--- config.mk ---
export PLATFORM = sky130hd
export DESIGN_NAME = gip_target
export DESIGN_NICKNAME = d
export VERILOG_FILES = /design/src/common/gip_pkg.sv /design/src/logic/gip_filt.sv /design/src/logic/gip_target.sv
export VERILOG_INCLUDE_DIRS = /design/src /design/src/common
export SDC_FILE = /design/constraint.sdc
export NUM_CORES = 1
export LEC_CHECK = 0
export BUFFER_PORTS_ARGS = -buffer_cell sky130_fd_sc_hd__buf_2
export CAP_MARGIN = 0
export CORE_ASPECT_RATIO = 0.5
export CORE_MARGIN = 4
export CORE_UTILIZATION = 40
export CTS_BUF_LIST = sky130_fd_sc_hd__clkbuf_8
export CTS_CLUSTER_DIAMETER = 150
export DETAILED_ROUTE_END_ITERATION = 8
export PLACE_DENSITY_LB_ADDON = 0.15
export SETUP_SLACK_MARGIN = 0.3
export SLEW_MARGIN = 25
export SYNTH_ARGS = -nofsm -noshare
export SYNTH_HDL_FRONTEND = slang
export SYNTH_HIERARCHICAL = 1
export SYNTH_SLANG_ARGS = --single-unit
--- constraint.sdc ---
create_clock -name core_clk -period 6 [get_ports core_clk]
set_clock_uncertainty 0.15 [all_clocks]
set_input_delay 1.2 -clock core_clk [delete_from_list [all_inputs] [get_ports core_clk]]
set_output_delay 1.2 -clock core_clk [all_outputs]
set_load 0.005 [all_outputs]
--- src/common/gip_regs.svh ---
// constants of the gauge i2c target port
`ifndef GIP_REGS_SVH
`define GIP_REGS_SVH
`define GIP_ADDR_LO 7'h36
`define GIP_ADDR_HI 7'h37
`define GIP_PTR_TOP 8'hFF
`define GIP_BYTE_LAST 3'h7
`define GIP_FILT_RESET 1'b1
`define GIP_CLK_MHZ 100
`define GIP_FILT_SLOW_NS 50
`define GIP_FILT_FAST_NS 10
`define GIP_FILT_SLOW_CYC ((`GIP_FILT_SLOW_NS * `GIP_CLK_MHZ + 999) / 1000)
`define GIP_FILT_FAST_CYC ((`GIP_FILT_FAST_NS * `GIP_CLK_MHZ + 999) / 1000)
`endif

--- src/common/gip_pkg.sv ---
// types of the gauge i2c target port
package gip_pkg;
	typedef enum logic [2:0] {
		GIP_S_IDLE = 3'b000,
		GIP_S_ADDR = 3'b001,
		GIP_S_PTR = 3'b010,
		GIP_S_WR = 3'b011,
		GIP_S_RD = 3'b100,
		GIP_S_ACK = 3'b101,
		GIP_S_MACK = 3'b110,
		GIP_S_IGN = 3'b111
	} gip_state_t;
	typedef logic [7:0] gip_ptr_t;
	typedef logic [8:0] gip_waddr_t;
	typedef logic [15:0] gip_word_t;
endpackage : gip_pkg

--- src/logic/gip_filt.sv ---
// two-flop synchroniser and glitch filter for one bus line
`timescale 1ns/1ps
`include "gip_regs.svh"
module gip_filt #(
	parameter int unsigned SLOW_CYC = 5,
	parameter int unsigned FAST_CYC = 1
) (
	input wire logic core_clk,
	input wire logic rst,
	input wire logic raw,
	input wire logic fast,
	output logic level_q
);
	logic s1_q;
	logic s2_q;
	logic [7:0] cnt_q;
	wire [7:0] limit = fast ? FAST_CYC[7:0] : SLOW_CYC[7:0];
	wire [7:0] cnt_inc = 8'(cnt_q + 8'h01);
	wire settle = cnt_inc >= limit;

	always_ff @(posedge core_clk)
	begin
		if (rst)
		begin
			s1_q <= `GIP_FILT_RESET;
			s2_q <= `GIP_FILT_RESET;
		end
		else
		begin
			s1_q <= raw;
			s2_q <= s1_q;
		end
	end

	// a new level must hold for the whole window before it passes
	always_ff @(posedge core_clk)
	begin
		if (rst)
		begin
			level_q <= `GIP_FILT_RESET;
			cnt_q <= 8'h00;
		end
		else if (s2_q == level_q)
			cnt_q <= 8'h00;
		else if (settle)
		begin
			level_q <= s2_q;
			cnt_q <= 8'h00;
		end
		else
			cnt_q <= cnt_inc;
	end
endmodule : gip_filt

--- src/logic/gip_target.sv ---
// i2c target port reaching the gauge word space
// Operation
// RL1 - receiver acks by holding sda low across the ninth clock high
// RL2 - receiver nacks by leaving sda released across the ninth clock
// RL3 - controller retries later after a missing acknowledge
// RL4 - every pointer value is acknowledged, even with no register behind it
// RL5 - after start and matching address, ack in the clock after r/w
// RL6 - low address maps 00-FF to 000-0FF, high address 80-FF to 180-1FF
// RL7 - port never stretches the clock
// RL8 - general call address is never acknowledged
// RL9 - no device id response
// RL10 - works at any scl rate from 20 to 400 khz
// RL11 - controller should keep scl above 20 khz
// RL12 - single write: address, pointer, data; data commits on next sda rise
// RL13 - sequential write: every data byte acked and committed
// RL14 - stop returns input filters to slow setting, repeated start keeps them
// RL15 - word write: pointer byte, then low byte, then high byte
// RL16 - pointer increments after the last bit of each received word
// RL17 - auto-incremented data beyond the top word is discarded
// RL18 - writes to read-only words are dropped, reserved ones are not
// RL19 - single read: pointer, repeated start, read address, one byte, nack
// RL20 - sequential read: controller acks for more, returns successive words
// RL21 - stop leaves the pointer untouched
// RL22 - scl is only sampled, never driven
`timescale 1ns/1ps
`include "gip_regs.svh"
module gip_target (
	input wire logic core_clk,
	input wire logic rst,
	input wire logic scl_in,
	input wire logic sda_in,
	output logic sda_out,
	output logic sda_oe,
	input wire logic filt_fast_set,
	output logic filt_fast,
	output gip_pkg::gip_waddr_t rd_addr,
	input wire gip_pkg::gip_word_t rd_data,
	output logic wr_en,
	output gip_pkg::gip_waddr_t wr_addr,
	output gip_pkg::gip_word_t wr_data,
	input wire logic wr_ro
);
	import gip_pkg::*;
	gip_state_t state_q, nxt_q;
	logic scl_f, sda_f;
	logic scl_p_q, sda_p_q;
	logic fast_q, oe_q, hi_q, mseen_q, page_q, ovf_q, pend_q;
	logic [7:0] sh_q, tx_q;
	logic [2:0] cnt_q;
	gip_ptr_t ptr_q, lo_q;
	gip_waddr_t wa_q;
	gip_word_t wd_q;

	// clock is only sampled, no output exists for it [RL7] [RL22]
	gip_filt #(
		.SLOW_CYC(`GIP_FILT_SLOW_CYC),
		.FAST_CYC(`GIP_FILT_FAST_CYC)
	) u_scl (
		.core_clk(core_clk),
		.rst(rst),
		.raw(scl_in),
		.fast(fast_q),
		.level_q(scl_f)
	);
	gip_filt #(
		.SLOW_CYC(`GIP_FILT_SLOW_CYC),
		.FAST_CYC(`GIP_FILT_FAST_CYC)
	) u_sda (
		.core_clk(core_clk),
		.rst(rst),
		.raw(sda_in),
		.fast(fast_q),
		.level_q(sda_f)
	);

	// bus events, oversampled; 100 mhz leaves wide margin at 400 khz [RL10]
	wire scl_rise = scl_f & ~scl_p_q;
	wire scl_fall = ~scl_f & scl_p_q;
	wire sda_rise = sda_f & ~sda_p_q;
	wire start_w = ~sda_f & sda_p_q & scl_f & scl_p_q;
	wire stop_w = sda_rise & scl_f & scl_p_q;
	wire [7:0] rx_byte = {sh_q[6:0], sda_f};
	wire byte_end = scl_rise & (cnt_q == `GIP_BYTE_LAST);
	// only the two own addresses match: general call and id never ack [RL8] [RL9]
	wire addr_hit = (rx_byte[7:1] == `GIP_ADDR_LO) | (rx_byte[7:1] == `GIP_ADDR_HI);
	// upper page only reaches pointers with the top bit set [RL6]
	wire acc_ok = ~ovf_q & (~page_q | ptr_q[7]);
	wire [7:0] tx_sel = acc_ok ? (hi_q ? rd_data[15:8] : rd_data[7:0]) : 8'h00;
	wire word_done = (state_q == GIP_S_WR) & byte_end & hi_q;
	wire rd_done = (state_q == GIP_S_RD) & byte_end & hi_q;
	// held word goes out on the next sda rise or when the next word lands [RL12]
	wire commit = pend_q & (sda_rise | word_done);
	assign sda_out = 1'b0;
	assign sda_oe = oe_q;
	assign filt_fast = fast_q;
	assign rd_addr = {page_q, ptr_q};
	assign wr_addr = wa_q;
	assign wr_data = wd_q;
	assign wr_en = commit & ~wr_ro; // [RL18]
	// previous levels reset to the idle high, so reset makes no false edge
	always_ff @(posedge core_clk)
	begin
		scl_p_q <= rst | scl_f;
		sda_p_q <= rst | sda_f;
	end

	// stop drops back to slow filtering; repeated start leaves it alone
	always_ff @(posedge core_clk)
	begin
		if (rst | stop_w)
			fast_q <= 1'b0; // [RL14]
		else if (filt_fast_set)
			fast_q <= 1'b1;
	end

	// pointer survives stop; only a pointer phase or an advance moves it
	always_ff @(posedge core_clk)
	begin
		if (rst)
		begin
			ptr_q <= 8'h00;
			ovf_q <= 1'b0;
		end
		else if ((state_q == GIP_S_PTR) & byte_end & ~start_w & ~stop_w)
		begin
			ptr_q <= rx_byte; // [RL15] [RL21]
			ovf_q <= 1'b0;
		end
		else if ((word_done | rd_done) & ~start_w & ~stop_w)
		begin
			if (ptr_q == `GIP_PTR_TOP)
				ovf_q <= 1'b1; // [RL17]
			else
				ptr_q <= 8'(ptr_q + 8'h01); // [RL16] [RL20]
		end
	end

	// completed word waits for its commit edge; out-of-range data never pends
	always_ff @(posedge core_clk)
	begin
		if (rst)
		begin
			pend_q <= 1'b0;
			wa_q <= 9'h000;
			wd_q <= 16'h0000;
		end
		else if (word_done & ~start_w & ~stop_w)
		begin
			pend_q <= acc_ok; // [RL17] [RL13]
			wa_q <= {page_q, ptr_q};
			wd_q <= {rx_byte, lo_q}; // [RL15]
		end
		else if (commit)
			pend_q <= 1'b0;
	end

	always_ff @(posedge core_clk)
	begin
		if (rst)
		begin
			state_q <= GIP_S_IDLE;
			nxt_q <= GIP_S_IDLE;
			sh_q <= 8'h00;
			tx_q <= 8'h00;
			cnt_q <= 3'h0;
			oe_q <= 1'b0;
			hi_q <= 1'b0;
			mseen_q <= 1'b0;
			page_q <= 1'b0;
			lo_q <= 8'h00;
		end
		else if (start_w)
		begin
			state_q <= GIP_S_ADDR; // [RL5]
			cnt_q <= 3'h0;
			oe_q <= 1'b0;
			hi_q <= 1'b0;
		end
		else if (stop_w)
		begin
			state_q <= GIP_S_IDLE;
			oe_q <= 1'b0;
		end
		else
		begin
			case (state_q)
				GIP_S_ADDR, GIP_S_PTR, GIP_S_WR:
				begin
					if (scl_rise)
					begin
						sh_q <= rx_byte;
						cnt_q <= 3'(cnt_q + 3'h1);
					end
					if (byte_end)
					begin
						state_q <= GIP_S_ACK;
						nxt_q <= GIP_S_WR;
						if (state_q == GIP_S_ADDR)
						begin
							if (addr_hit)
							begin
								page_q <= rx_byte[1]; // [RL6]
								nxt_q <= rx_byte[0] ? GIP_S_RD : GIP_S_PTR; // [RL19]
							end
							else
								state_q <= GIP_S_IGN; // [RL2] [RL8]
						end
						else if (state_q == GIP_S_PTR)
							hi_q <= 1'b0; // [RL4]
						else
						begin
							lo_q <= rx_byte;
							hi_q <= ~hi_q;
						end
					end
				end
				GIP_S_ACK:
				begin
					// pull low after the eighth fall, release after the ninth [RL1]
					if (scl_fall)
					begin
						if (!oe_q)
							oe_q <= 1'b1; // [RL1] [RL5]
						else
						begin
							state_q <= nxt_q;
							cnt_q <= 3'h0;
							oe_q <= 1'b0;
							if (nxt_q == GIP_S_RD)
							begin
								tx_q <= tx_sel;
								oe_q <= ~tx_sel[7];
							end
						end
					end
				end
				GIP_S_RD:
				begin
					if (scl_fall && cnt_q != 3'h0)
					begin
						tx_q <= {tx_q[6:0], 1'b0};
						oe_q <= ~tx_q[6];
					end
					if (scl_rise)
						cnt_q <= 3'(cnt_q + 3'h1);
					if (byte_end)
					begin
						state_q <= GIP_S_MACK;
						mseen_q <= 1'b0;
						hi_q <= ~hi_q; // [RL20]
					end
				end
				GIP_S_MACK:
				begin
					if (scl_fall)
					begin
						if (!mseen_q)
							oe_q <= 1'b0;
						else
						begin
							state_q <= GIP_S_RD; // [RL20]
							cnt_q <= 3'h0;
							tx_q <= tx_sel;
							oe_q <= ~tx_sel[7];
						end
					end
					if (scl_rise)
					begin
						mseen_q <= 1'b1;
						if (sda_f)
							state_q <= GIP_S_IGN; // [RL19] [RL20]
					end
				end
				GIP_S_IDLE, GIP_S_IGN:
					oe_q <= 1'b0;
				default:
					state_q <= GIP_S_IDLE;
			endcase
		end
	end
endmodule : gip_target

[After elaboration in Yosys (flattened, before gate mapping)]
Cells that the tools add are included.
Operators by class
  muxes and demuxes: 52
  add/subtract/negate cells: 4
  bitwise operators: 46
  reductions and logical operators: 35
  equality and inequality tests: 30
  magnitude comparators: 2
Operator list (number)
  $mux 3: 17
  $mux 7: 6
  $mux 8: 5
  $add 8x1->8 const B: 3
  $and 1x1->1: 23
  $pmux 7 s3: 1
  $ne 2x2->1 const B: 10
  $reduce_and 5->1: 4
  $eq 3x3->1 const B: 6
  $ge 8x8->1: 2
  $mux 1: 16
  $ne 4x4->1 const B: 4
  $not 1->1: 16
  $eq 7x6->1 const B: 2
  $pmux 3 s4: 1
  $reduce_and 4->1: 3
  $reduce_and 6->1: 2
  $reduce_or 3->1: 4
  $pmux 3 s3: 1
  $reduce_and 9->1: 1
  $reduce_bool 3->1: 3
  $eq 8x8->1 const B: 1
  $reduce_and 2->1: 4
  $reduce_bool 2->1: 4
  other kinds (16): 30
Word-level totals
  word-level logic and storage cells: 196
  register bits after elaboration: 95

[Depth between registers and ports, before layout]
Gate-level depths: netlist (run 1).
  word-level depth: 10
  depth in mapped cells: 9
  mapped depth without buffers: 7

[Hierarchy]
Netlist (run 1), hierarchy kept.
Modules (own cells, without submodules)
  gip_target: cells each 428, instances 1, area an instance 3682.3 um^2
  gip_filt (u_sda): cells each 43, instances 1, area an instance 480.5 um^2
  gip_filt (u_scl): cells each 43, instances 1, area an instance 457.9 um^2

[Worst setup path after synthesis (run 1)]
No wires, ideal clock.
  path type: register to output
  start: register cnt_q[0] (netlist name)
  end: output wr_en
  stages on the path, launching flop included: 8
  required time: 4650 ps
  slack: 3083 ps
  data arrival time: 1567 ps
  cell sequence: dfxtp_1 > ha_1 > ha_1 > and4_1 > buf_6 > nand2_1 > buf_2 > a21oi_1
RTL lines
  to (decl): line gip_target.sv:38  | output logic wr_en,

[Worst setup path in the final report (run 1)]
  start: register state_q[0]
  end: output wr_en
On the way
  cells in the longest elaborated chain, start to end: 6
Ends and longest elaborated chain
  from (decl): line gip_target.sv:44  | gip_state_t state_q, nxt_q;
  from (signal assigned): line gip_target.sv:226  | state_q <= nxt_q;
  $eq 3x2->1: line gip_target.sv:89  | wire word_done = (state_q == GIP_S_WR) & byte_end & hi_q;
  $and 1x1->1 (2 in a row): line gip_target.sv:89
  $or 1x1->1: line gip_target.sv:92  | wire commit = pend_q & (sda_rise | word_done);
  $and 1x1->1: line gip_target.sv:92
  $and 1x1->1: line gip_target.sv:99  | assign wr_en = commit & ~wr_ro;
Every way passes these cells.

==> results of run 1 <==
[registers in the layout, indices dropped and copies added, names as in the netlist, 3 cells and up]
signal and count:
ptr_q 8, wr_data 16, lo_q 8, state_q 3
tx_q 7, u_scl/cnt_q 8, cnt_q 3, nxt_q 3
sh_q 7, wr_addr 9, u_sda/cnt_q 8
[per-layer routing]
layer / wire length [um] / GRT usage, %
met5: 0 / 0
met4: 149 / 4.45
met3: 299 / 4.09
met2: 4360 / 23.3
met1: 5130 / 21.1
[how the worst max path moves through the flow]
stage / depth (start not counted) / startpoint / slack, ns / to
global placement: 5 / state_q[0]$_SDFFE_PP0P_ / 1.99 / wr_en
CTS: 5 / state_q[0]$_SDFFE_PP0P_ / 1.49 / wr_en
detailed placement: 5 / state_q[0]$_SDFFE_PP0P_ / 1.92 / wr_en
floorplan: 7 / cnt_q[0]$_SDFFE_PP0P_ / 3.08 / wr_en
global route: 5 / state_q[0]$_SDFFE_PP0P_ / 1.15 / wr_en
finish: 5 / state_q[0]$_SDFFE_PP0P_ / 1.55 / wr_en
[cell type report]
type / instances / share of cell area (%)
multi-input cells: 384 / 49.0
flip-flops and latches: 95 / 37.2
repair buffers: 59 / 5.83
well taps: 145 / 3.55
clock buffers: 9 / 2.42
clock inverters: 7 / 1.30
inverters: 9 / 0.661
[power by group]
group	switching [W]	internal, W
Combinational	0.0000251	0.0000225
Sequential	0.00000968	0.000637
Clock	0.000245	0.000159
Total	0.000280	0.000818
[logic make-up after synthesis]
kind of cell / synth area share (%)
compound gates: 17.1
xor+xnor: 2.27
fa+ha+maj: 2.98
buf+inv: 5.42
flops: 41.2
mux: 6.39
other cells: 0.244
simple gates: 24.5
[synthesized netlist by cell type, drive strengths merged (2+ instances only)]
library cell   n  area [um2]
clkbuf        12        45.0
nand4b         3        26.3
a211oi         9        72.6
a311oi         9         109
nand3         10        50.1
xor2           8        70.1
nand4          8        56.3
mux2           9         105
mux2i         19         190
and4           6        53.8
or3b           3        26.3
dfxtp         95        1900
and2           4        25.0
a21oi         53         277
nor4           3        18.8
a31oi          3        18.8
xnor2          4        35.0
nand3b         3        22.5
nor2          43         161
a211o          2        17.5
buf           22         171
or2            8        50.1
nand2b        15        93.8
nor3b          6        65.1
o211a          2        20.0
and3b          3        27.5
nor2b          9        71.3
a311o          3        31.3
conb           3        11.3
ha            11         138
a22oi          5        37.5
a221oi         2        23.8
nor3           8        45.0
inv            9        33.8
nand2         70         265
and3           6        42.5
o22ai          2        18.8
o21ai         11        70.1
[metrics by stage]
stage               hold WS, ns  worst slack (ns)
floorplan                 0.239              3.08
global placement          0.245              1.99
detailed placement        0.246              1.92
CTS                       0.272              1.49
global route              0.316              1.15
finish                    0.268              1.55
==> flow_summary_export.csv, run 1 <==
group,metric,value,unit
outcome,status,"finished, final reports clean",
power_and_ir_drop,p_per_area,215,mW/mm2
critical_path,worstPathMaxFanout,27,
die,start_util,41.4,%
timing,max_slew_margin,36.0,%
clocking,cts.clk_slew.worst_paths,0.09,ns
clocking,cts_root_buf,"clkbuf_8",
clocking,cts_setup_buffers,0,
hold_path,min_to,"u_sda/s2_q$_SDFF_PP1_",
layout,instances_no_fill,708,
global_routing,grt_pass1_vias,3457,
global_routing,grt.total_usage,15.2,%
critical_path,r2r_cells,5,
hold_path,hp-start,"u_sda/s1_q$_SDFF_PP1_",
critical_path,slowest_delay,0.77,ns
synth,synth_edf_count,0,
timing,tightest_slew,0.956,ns
die,core,0.0111,mm2
timing,fin_crit_sh,74.1,%
layout,fin_util,45.8,%
placement,place.gp.congestion,0.876,
synth,netlist_area,0.00462,mm2
critical_path,critPathCaptureType,"primary output",
clocking,hold_buffers,0,
layout,nNetsFinal,591,
critical_path,cp_slowest_cell,"dfxtp_1",
critical_path,critPathTopFamily,"simple AND/OR/NAND/NOR gates",
die,io_pins,60,
placement,hpwl,6.91,mm
die,die_height,84,um
drt,drc,0,
global_routing,grt_max_degree,44,
synth,synth-seq-cells,95,
placement,placed_area,0.00492,mm2
critical_path,required,4.65,ns
global_routing,antenna_found_initial,0,
clocking,cts.path.max_buffers,2,
global_routing,overflow,0,
placement,io_buffers,58,
layout,synthToLayoutAreaGrowth,10.6,%
drt,firstDrtPassIters,5,
drt,wire_per_inst,14.0,um
layout,layout_common_cells,"dfxtp_1 (95), nand2_1 (69), buf_2 (58), a21oi_1 (50), nor2_1 (43)",
timing,layout_min_cycle_time,4.45,ns
power_and_ir_drop,irDropWorstVdd,0.0000976,V
critical_path,critical_path_arrival,3.10,ns
die,row_count,27,
clocking,postCtsResizedCells,0,
timing,rsz0062_at_grt,"no",
timing,fin_setup_tns,0,ns
layout,regArea,0.00190,mm2
drt,vias,3685,
layout,num_antenna_cells,0,
power_and_ir_drop,total_power,0.00110,W
synth,syn_avg_cell_area,8.99,um2
global_routing,grt_pass1_wl,17.0,mm
critical_path,r2r_end,"ptr_q[7]$_SDFFE_PP0P_",
hold_path,min_path_type,"flip-flop to flip-flop",
critical_path,r2r_slack,3.06,ns
synth,ys_seq_area_share,41.2,%
clocking,htree_levels,3,
timing,hold_viol_final,0,
hold_path,hold_depth,1,
layout,drive_above_1_share,20.8,%
clocking,clk_latency,0.38,ns
placement,dp_cells,692,
power_and_ir_drop,p_leak,2.01,nW
layout,stdcell_area,0.00511,mm2
run,max_cap_violations,0,
critical_path,reg2reg_from,"state_q[2]$_SDFFE_PP0P_",
clocking,clkSinkCount,95,
die,dieWidth,160,um
clocking,cts_tree,"done",
timing,max_freq,0.225,GHz
clocking,cts-buffers-inserted,9,
synth,synth.yosys.warnings,6,
timing,setup_viol,0,
layout,final_common_cell,"dfxtp_1",
critical_path,path_cells,"nor2b_1, and4_1, nand2_1, a21oi_1, buf_2",
layout,multi_input_area,0.00251,mm2
synth,async_reset_ff_share,0,%
critical_path,critical_path_buf_inv_count,1,
drt,dr.first_iter.drc_count,249,
drt,drt-total-wl,9.94,mm
timing,slew_viol_final,0,
drt,vias_per_cell,5.20,
synth,netlist_instances,514,
drt,antenna_left,0,
synth,synthFlopType,"dfxtp_1",
critical_path,startpoint_type,"flip-flop",
die,dieArea,0.0134,mm2
critical_path,criticalPathCategory,"flip-flop to primary output",
synth,ys_types,72,
layout,fillers,1092,
Power figures use the tool's default switching activity.
==> inputs of run 2 (changes only) <==
- clock period: 6 -> 3.6 ns (I/O delays scaled with it)
==> flow_summary_export.csv, run 2 (same netlist as run 1, synthesis figures left out) <==
group,metric,value,unit
outcome,status,"finished, final reports clean",
clocking,cts_setup_buffers,0,
drt,drt-total-wl,10.0,mm
critical_path,critical_path_arrival,2.12,ns
drt,drc,0,
layout,fin_util,46.6,%
clocking,htree_levels,3,
timing,hold_viol_final,0,
critical_path,cp_slowest_cell,"dfxtp_1",
global_routing,grt.total_usage,15.4,%
global_routing,grt_pass1_vias,3494,
timing,setup_viol,0,
clocking,clkSinkCount,95,
layout,layout_common_cells,"dfxtp_1 (95), nand2_1 (69), buf_2 (58), a21oi_1 (50), nor2_1 (43)",
clocking,cts.clk_slew.worst_paths,0.10,ns
hold_path,min_path_type,"flip-flop to flip-flop",
critical_path,path_cells,"nor2b_1, and4_1, buf_4, nand2_1, a21oi_1, buf_2",
drt,antenna_left,0,
timing,max_freq,0.334,GHz
drt,wire_per_inst,14.0,um
critical_path,critical_path_buf_inv_count,2,
clocking,cts_tree,"done",
layout,instances_no_fill,717,
layout,synthToLayoutAreaGrowth,12.3,%
placement,io_buffers,58,
die,core,0.0111,mm2
timing,rsz0062_at_grt,"no",
timing,tightest_slew,0.794,ns
power_and_ir_drop,p_leak,2.06,nW
critical_path,slowest_delay,0.85,ns
critical_path,worstPathMaxFanout,25,
clocking,cts-buffers-inserted,9,
global_routing,antenna_found_initial,0,
drt,vias_per_cell,5.14,
timing,slew_viol_final,0,
placement,dp_cells,701,
global_routing,overflow,0,
layout,fillers,1105,
clocking,clk_latency,0.37,ns
die,dieWidth,160,um
clocking,cts_root_buf,"clkbuf_8",
timing,layout_setup_ws,0.609,ns
die,row_count,27,
clocking,postCtsResizedCells,0,
die,start_util,41.4,%
timing,fin_crit_sh,83.1,%
timing,fin_setup_tns,0,ns
drt,firstDrtPassIters,4,
die,die_height,84,um
placement,place.gp.congestion,0.851,
die,io_pins,60,
clocking,cts.path.max_buffers,2,
power_and_ir_drop,p_per_area,360,mW/mm2
critical_path,required,2.73,ns
placement,hpwl,7.11,mm
power_and_ir_drop,total_power,0.00187,W
critical_path,critPathCaptureType,"primary output",
drt,vias,3687,
layout,largest_register_ff_count,16,
layout,num_antenna_cells,0,
global_routing,grt_pass1_wl,17.3,mm
layout,drive_above_1_share,21.7,%
timing,layout_min_cycle_time,2.99,ns
placement,preCtsSetupSlack,1.04,ns
critical_path,startpoint_type,"flip-flop",
die,dieArea,0.0134,mm2
run,max_cap_violations,0,
power_and_ir_drop,irDropWorstVdd,0.000163,V
drt,dr.first_iter.drc_count,193,
layout,final_common_cell,"dfxtp_1",
layout,nNetsFinal,600,
timing,max_slew_margin,47.0,%
critical_path,critPathTopFamily,"flip-flops",
clocking,hold_buffers,0,
critical_path,criticalPathCategory,"flip-flop to primary output",
global_routing,grt_max_degree,33,
## run 2: routing by layer
layer | up-vias | routed length, um | global-route usage (%)
li1 | 1912 | - | -
met1 | 1701 | 5150 | 20.9
met2 | 62 | 4360 | 24.1
met3 | 12 | 387 | 4.09
met4 | 0 | 130 | 4.61
met5 | - | 0 | 0
## run 2: final timing paths
kind / from / end / slack (ns) / cells past startpoint
worst max-delay path: state_q[2]$_SDFFE_PP0P_ / wr_en / 0.61 / 6
worst min-delay path: u_sda/s1_q$_SDFF_PP1_ / u_sda/s2_q$_SDFF_PP1_ / 0.27 / 1
worst max register to register: state_q[2]$_SDFFE_PP0P_ / ptr_q[7]$_SDFFE_PP0P_ / 1.07 / 6
worst min register to register: u_sda/s1_q$_SDFF_PP1_ / u_sda/s2_q$_SDFF_PP1_ / 0.27 / 1
## run 2: report_power, final
group / total (W) / internal, W / switching [W] / leakage (nW)
sequential: 0.00108 / 0.00106 / 0.0000138 / 0.770
clock: 0.000711 / 0.000278 / 0.000433 / 0.104
combinational: 0.0000828 / 0.0000386 / 0.0000443 / 1.19
total: 0.00187 / 0.00138 / 0.000491 / 2.06
## run 2: final cells by class
cell class / instances / area, um2 / area share, %
multi-input cells: 384 / 2500 / 48.1
flip-flops and latches: 95 / 1900 / 36.6
repair buffers: 68 / 365 / 7.04
well taps: 145 / 181 / 3.49
clock buffers: 9 / 124 / 2.39
clock inverters: 7 / 86.3 / 1.66
inverters: 9 / 33.8 / 0.651
## run 2: per-stage QoR
step | area [um2] | hold slack (ns)
2_1_floorplan | 4650 | 0.239
3_3_place_gp | 4980 | 0.242
3_5_place_dp | 4980 | 0.246
4_1_cts | 5190 | 0.271
5_1_grt | 5190 | 0.292
6_report | 5190 | 0.268
